==> config.mk <==
export PLATFORM = sky130hd
export DESIGN_NAME = hub_strap_and_eeprom_pin_select
export DESIGN_NICKNAME = d
export VERILOG_FILES = /design/src/verilog/hub_strap_and_eeprom_pin_select.v
export VERILOG_INCLUDE_DIRS = /design/src /design/src/verilog
export SDC_FILE = /design/constraint.sdc
export NUM_CORES = 1
export LEC_CHECK = 0
export ABC_AREA = 1
export ABC_CLOCK_PERIOD_IN_PS = 1200
export BUFFER_PORTS_ARGS = -buffer_cell sky130_fd_sc_hd__clkbuf_2
export CAP_MARGIN = 25
export CORE_MARGIN = 2
export CORE_UTILIZATION = 40
export CTS_BUF_LIST = sky130_fd_sc_hd__clkbuf_4
export DETAILED_ROUTE_END_ITERATION = 6
export SYNTH_ARGS = -nofsm -noshare
export SYNTH_HDL_FRONTEND = slang
export SYNTH_SLANG_ARGS = --single-unit
==> constraint.sdc <==
create_clock -name core_clk_i -period 1.2 [get_ports core_clk_i]
set_clock_uncertainty 0.05 [all_clocks]
set_input_delay 0.06 -clock core_clk_i [delete_from_list [all_inputs] [get_ports core_clk_i]]
set_output_delay 0.06 -clock core_clk_i [all_outputs]
set_load 0.005 [all_outputs]
==> src/verilog/hub_pin_map.vh <==
// constants for the hub strap and shared-pin select block
// assumes inclusion by the block's single design file
`ifndef HUB_PIN_MAP_VH
`define HUB_PIN_MAP_VH
`define PORT_COUNT        4
`define FILTER_TIME_NS    1000
`define CLK_PERIOD_NS     10
`define FILTER_CYCLES     (`FILTER_TIME_NS / `CLK_PERIOD_NS)
`define FILTER_CNT_W      7
`define FILTER_LAST_CNT   7'h63
`define CAPTURE_DONE_RST  1'b0
`define PWR_OFF_N         1'b1
`endif

==> src/verilog/hub_strap_and_eeprom_pin_select.v <==
// strap capture, shared eeprom pin select and port power control of a four-port hub
// assumes straps and overcurrent pins are asynchronous board levels
`timescale 1ns/1ns
`include "hub_pin_map.vh"

// Function
// - strap high bus-powered, low self-powered
// - power-source strap read active high
// - memory-select high disables eeprom interface
// - memory-select high: clock pin undriven, floating
// - memory-select low: three-state clock, pulldown
// - memory-select high: data pin selects ganging
// - memory-select low: data pin bidirectional eeprom
// - pair zero is the upstream port
// - pairs one to four are downstream
// - ganged: switch together, any fault offs all
// - per-port: each port independent
// - active-low power and filtered active-low overcurrent
module hub_strap_and_eeprom_pin_select (
    input  wire       core_clk_i,
    input  wire       rstn_i,
    input  wire       power_source_strap_i,
    input  wire       memory_select_strap_i,
    input  wire       rom_data_or_power_group_select_i,
    input  wire [3:0] port_overcurrent_n_i,
    input  wire [3:0] port_power_request_i,
    input  wire       rom_clock_drive_i,
    input  wire       rom_clock_enable_i,
    input  wire       rom_data_out_i,
    input  wire       rom_data_enable_i,
    output reg        bus_powered_o,
    output reg        rom_interface_enable_o,
    output reg        ganged_mode_o,
    output reg        rom_serial_clock_o,
    output reg        rom_serial_clock_oe_o,
    output reg        rom_serial_clock_pulldown_o,
    output reg        rom_data_o,
    output reg        rom_data_oe_o,
    output reg        rom_data_pulldown_o,
    output reg        rom_data_in_o,
    output reg  [3:0] port_power_control_n_o,
    output reg  [3:0] port_overcurrent_o,
    output reg        upstream_pair_index_zero_o,
    output reg  [3:0] downstream_port_present_o
);

    reg       strap_pwr_s1_r;
    reg       strap_pwr_s2_r;
    reg       strap_mem_s1_r;
    reg       strap_mem_s2_r;
    reg       data_s1_r;
    reg       data_s2_r;
    reg [3:0] oc_s1_r;
    reg [3:0] oc_s2_r;
    reg       captured_r;
    reg       bus_pwr_r;
    reg       rom_en_r;
    reg       ganged_r;
    wire [3:0] oc_filt_r;
    wire       any_oc;
    reg  [3:0] pwr_n_nxt;
    reg  [3:0] oc_rep_nxt;

    // two-flop synchronisers for the strap pins
    always @(posedge core_clk_i or negedge rstn_i) begin
        if (!rstn_i) begin
            strap_pwr_s1_r <= 1'b0;
            strap_pwr_s2_r <= 1'b0;
            strap_mem_s1_r <= 1'b0;
            strap_mem_s2_r <= 1'b0;
        end else begin
            strap_pwr_s1_r <= power_source_strap_i;
            strap_pwr_s2_r <= strap_pwr_s1_r;
            strap_mem_s1_r <= memory_select_strap_i;
            strap_mem_s2_r <= strap_mem_s1_r;
        end
    end

    // two-flop synchroniser for the shared data pin
    always @(posedge core_clk_i or negedge rstn_i) begin
        if (!rstn_i) begin
            data_s1_r <= 1'b0;
            data_s2_r <= 1'b0;
        end else begin
            data_s1_r <= rom_data_or_power_group_select_i;
            data_s2_r <= data_s1_r;
        end
    end

    // two-flop synchronisers for the overcurrent pins, idle high
    always @(posedge core_clk_i or negedge rstn_i) begin
        if (!rstn_i) begin
            oc_s1_r <= 4'hf;
            oc_s2_r <= 4'hf;
        end else begin
            oc_s1_r <= port_overcurrent_n_i;
            oc_s2_r <= oc_s1_r;
        end
    end

    // strap capture once, three edges after reset release
    reg [1:0] settle_r;
    always @(posedge core_clk_i or negedge rstn_i) begin
        if (!rstn_i) begin
            settle_r   <= 2'h0;
            captured_r <= `CAPTURE_DONE_RST;
            bus_pwr_r  <= 1'b0;
            rom_en_r   <= 1'b0;
            ganged_r   <= 1'b0;
        end else if (!captured_r) begin
            settle_r <= settle_r + 2'h1;
            if (settle_r == 2'h2) begin
                captured_r <= 1'b1;
                bus_pwr_r  <= strap_pwr_s2_r;
                rom_en_r   <= ~strap_mem_s2_r;
                ganged_r   <= strap_mem_s2_r & data_s2_r;
            end
        end
    end

    // overcurrent noise filter: fault counted only after a stable run
    genvar g;
    generate
        for (g = 0; g < `PORT_COUNT; g = g + 1) begin : oc_filter
            reg [`FILTER_CNT_W-1:0] cnt_r;
            reg                     filt_r;
            always @(posedge core_clk_i or negedge rstn_i) begin
                if (!rstn_i) begin
                    cnt_r  <= {`FILTER_CNT_W{1'b0}};
                    filt_r <= 1'b0;
                end else if (oc_s2_r[g] == filt_r) begin
                    // pin disagrees with the filtered state: count the run
                    if (cnt_r == `FILTER_LAST_CNT) begin
                        cnt_r  <= {`FILTER_CNT_W{1'b0}};
                        filt_r <= ~oc_s2_r[g];
                    end else begin
                        cnt_r <= cnt_r + 1'b1;
                    end
                end else begin
                    cnt_r <= {`FILTER_CNT_W{1'b0}};
                end
            end
            assign oc_filt_r[g] = filt_r;
        end
    endgenerate

    assign any_oc = |oc_filt_r;

    // port power next state by mode, all off until straps are captured
    always @* begin
        pwr_n_nxt  = {4{`PWR_OFF_N}};
        oc_rep_nxt = 4'h0;
        if (captured_r && ganged_r) begin
            pwr_n_nxt  = {4{~(port_power_request_i[0] & ~any_oc)}};
            oc_rep_nxt = {4{any_oc}};
        end else if (captured_r) begin
            pwr_n_nxt  = ~(port_power_request_i & ~oc_filt_r);
            oc_rep_nxt = oc_filt_r;
        end
    end

    // configuration outputs
    always @(posedge core_clk_i or negedge rstn_i) begin
        if (!rstn_i) begin
            bus_powered_o              <= 1'b0;
            rom_interface_enable_o     <= 1'b0;
            ganged_mode_o              <= 1'b0;
            upstream_pair_index_zero_o <= 1'b0;
            downstream_port_present_o  <= 4'h0;
        end else begin
            bus_powered_o              <= bus_pwr_r;
            rom_interface_enable_o     <= rom_en_r;
            ganged_mode_o              <= ganged_r;
            upstream_pair_index_zero_o <= 1'b1;
            downstream_port_present_o  <= 4'hf;
        end
    end

    // clock pin: driven only with eeprom enabled, else released
    always @(posedge core_clk_i or negedge rstn_i) begin
        if (!rstn_i) begin
            rom_serial_clock_o          <= 1'b0;
            rom_serial_clock_oe_o       <= 1'b0;
            rom_serial_clock_pulldown_o <= 1'b0;
        end else begin
            rom_serial_clock_o          <= rom_en_r & rom_clock_drive_i;
            rom_serial_clock_oe_o       <= rom_en_r & rom_clock_enable_i;
            rom_serial_clock_pulldown_o <= rom_en_r;
        end
    end

    // data pin: bidirectional eeprom line or ganging input
    always @(posedge core_clk_i or negedge rstn_i) begin
        if (!rstn_i) begin
            rom_data_o          <= 1'b0;
            rom_data_oe_o       <= 1'b0;
            rom_data_pulldown_o <= 1'b0;
            rom_data_in_o       <= 1'b0;
        end else begin
            rom_data_o          <= rom_en_r & rom_data_out_i;
            rom_data_oe_o       <= rom_en_r & rom_data_enable_i;
            rom_data_pulldown_o <= rom_en_r;
            rom_data_in_o       <= rom_en_r & data_s2_r;
        end
    end

    // port power and reported faults
    always @(posedge core_clk_i or negedge rstn_i) begin
        if (!rstn_i) begin
            port_power_control_n_o <= {4{`PWR_OFF_N}};
            port_overcurrent_o     <= 4'h0;
        end else begin
            port_power_control_n_o <= pwr_n_nxt;
            port_overcurrent_o     <= oc_rep_nxt;
        end
    end

endmodule

==> qor.txt <==
Startpoint types -> flip-flop
Register area share after synthesis -> 62.14%
GRT Util Overall -> 13.63%
Clk Tree Root Cell -> clkbuf_4
Synth top area share -> 50.89%
Gate count after technology mapping -> 274
WHS -> 0.1469 ns
Mapped Nets -> 296
Synth area leader -> dfrtp_1
Pwr dens -> 1102 nW/um^2
Drt initial violations -> 103
Layout cells sized above 1 -> 35.43%
DR WL/cell -> 10.72 um
Synthesis-to-finish area growth -> 27.99%
Critical path class -> reg2reg
Skew-Pair Late Insertion Delay -> 0.39 ns
Hold Path Class -> in2async
Via count -> 1966
Seq cells post-synth -> 69
Die Footprint -> 7692 sq um
Top cells by area, synth -> dfrtp_1 (51%), dfstp_2 (11%), nor2_1 (5.5%)
Antenna violations before repair -> 0
Max Cap Viol -> 0
Antenna Violating Nets Remaining -> 0
Max Fclk -> 837.6 MHz
Clock Sinks -> 69
Die H -> 87.71 um
Fin crit period -> 1.194 ns
Number of global-route vias before repair -> 1820
Worst-path maximum fanout -> 4
Reg2reg setup slack -> 0.006 ns
Initial cell density of the core -> 41.25%
R2R Path Start -> oc_filter[1].cnt_r[1]$_DFF_PN0_
Final hold vios -> 0
Worst slack, placed -> -0.04451 ns
Crit path DAT -> 1.44 ns
Outcome -> finished clean
GPL Wtd Cong -> 0.7809
Antenna Cells -> 0
Distinct cells, synth -> 25
Largest net degree at the start of global routing -> 70
Setup crit start -> oc_filter[1].cnt_r[1]$_DFF_PN0_
Crit. End Element -> flip-flop
DR pass1 iterations -> 4
Synthesized area per cell -> 10.23 sq um
Final WS setup -> 0.006056 ns
DRC viols -> 0
Die W -> 87.71 um
Most common cell after layout, fill and taps aside -> dfrtp_1
Critical Path End -> oc_filter[1].cnt_r[6]$_DFF_PN0_
Yosys warnings -> 0
Worst reg2reg endpoint -> oc_filter[1].cnt_r[6]$_DFF_PN0_
Fillers -> 620
# IOs -> 40
Worst EP required -> 1.45 ns
Core area -> 6794 sq um
Drt total wl -> 4780 um
Leakage power -> 1.750 nW
Synthesized area -> 2803 sq um
Layout Nets -> 369
Final setup viols -> 0
CTS tree -> built
Global-route wire length before repair -> 7907 um
Tcrit/Tclk final -> 99.50%
Bufs on Longest Clock Path -> 2
H-tree Lvls -> 3
DP HPWL -> 3069 um
Unrepaired setup endpoints after global routing -> yes
PortBufs -> 39
Clock slew at reported path FFs -> 0.10 ns
Total CTS buffers -> 9
Worst vdd ir -> 0.5185 mV
Grt ovf -> 0
Worst r2r path cells -> 6
Fin. max-slew vios -> 0
Most frequent cells in the layout -> dfrtp_1 (56), clkbuf_2 (38), nand2_1 (35), nor2_1 (34), inv_1 (28)
Vias/cell -> 4.408
Final Power -> 3.953 mW
Row count -> 30
[cells by family after synthesis]
group	after synthesis	synth area share, %
XOR/XNOR	16	5.268
AO/OA/AOI/OAI	23	4.375
other	1	0.1338
adder cells (fa/ha/maj)	5	2.232
flip-flops	69	62.14
buffers and inverters	43	6.830
AND/OR/NAND/NOR	117	19.02
[final cells by class]
cell class                      instances  area, sq um  area share [%]
Sequential cell                        69         1743           48.59
Timing Repair Buffer                   69        473.0           13.18
Clock inverter                          5        20.02          0.5581
Clock buffer                            9        67.56           1.884
Inverter                               36        137.6           3.837
Multi-Input combinational cell        162         1026           28.60
Tap cell                               96        120.1           3.348
[what timing repair did]
action,in CTS,in global routing
hold buffers,16,0
resized for setup,9,33
pin swaps,2,12
endpoints found under the setup margin,19,32
buffers inserted,1,2
hold endpoints to repair,84,0
[worst max-delay path: stages, from the launching register on]
cell and delay (ns):
dfrtp_1 0.37, ha_2 0.21, nand2_1 0.06, nor2_1 0.12, nand3_1 0.13, nand3_2 0.10, nor2_1 0.05
[synth_stat cells]
master    number
xnor2_2        1
a21oi_1       10
nand3_2        6
inv_1         29
o21ai_0        5
xnor2_1       10
dfstp_2       12
nand2_2        3
clkinv_1       3
nand4_1        2
inv_2          4
nand3_1       21
buf_6          1
nor2_2         2
nand2_1       40
nand2_4        1
nor2_1        41
buf_4          6
conb_1         1
ha_1           5
or2_4          1
o21ai_1        5
dfrtp_1       57
xor2_1         5
o31ai_1        3
[metal layers]
metal	GRT usage [%]	vias to the layer above	wire length [um]
li1	-	1001	-
met1	17.29	921	2217
met2	20.80	36	2268
met3	3.676	8	186
met4	8.392	0	108
met5	0	-	0
[flip-flops by register name, indices dropped and copies added (netlist names), 2 cells and up]
signal / cells
oc_s1_r: 4
oc_filter.filt_r: 4
oc_filter.cnt_r: 28
port_overcurrent_o: 4
port_power_control_n_o: 4
oc_s2_r: 4
settle_r: 2
[through the flow]
stage	utilization, %	instance area [sq um]	std cells	setup TNS [ns]
floorplan	-	2803	274	0
global placement	46.57	3164	414	-0.01803
detailed placement	46.57	3164	414	-0.2155
CTS	50.81	3452	445	0
global route	52.80	3587	446	-0.2171
finish	52.80	3587	446	0
[how the worst min path moves through the flow]
stage,from,to,slack [ns]
2_1_floorplan,rstn_i,bus_powered_o$_DFF_PN0_,-0.29
3_3_place_gp,rstn_i,rom_data_o$_DFF_PN0_,0.06
3_5_place_dp,rstn_i,rom_data_o$_DFF_PN0_,0.06
4_1_cts,rstn_i,settle_r[0]$_DFFE_PN0N_,0.15
5_1_grt,rstn_i,oc_filter[3].cnt_r[2]$_DFF_PN0_,0.20
6_report,rstn_i,rom_data_o$_DFF_PN0_,0.15
[power by group]
group	switching (mW)	internal [mW]	leakage (nW)
Clock	0.736	0.374	0.0516
Combinational	0.171	0.187	0.836
Sequential	0.0572	2.43	0.863
(Power assumes the default switching activity.)
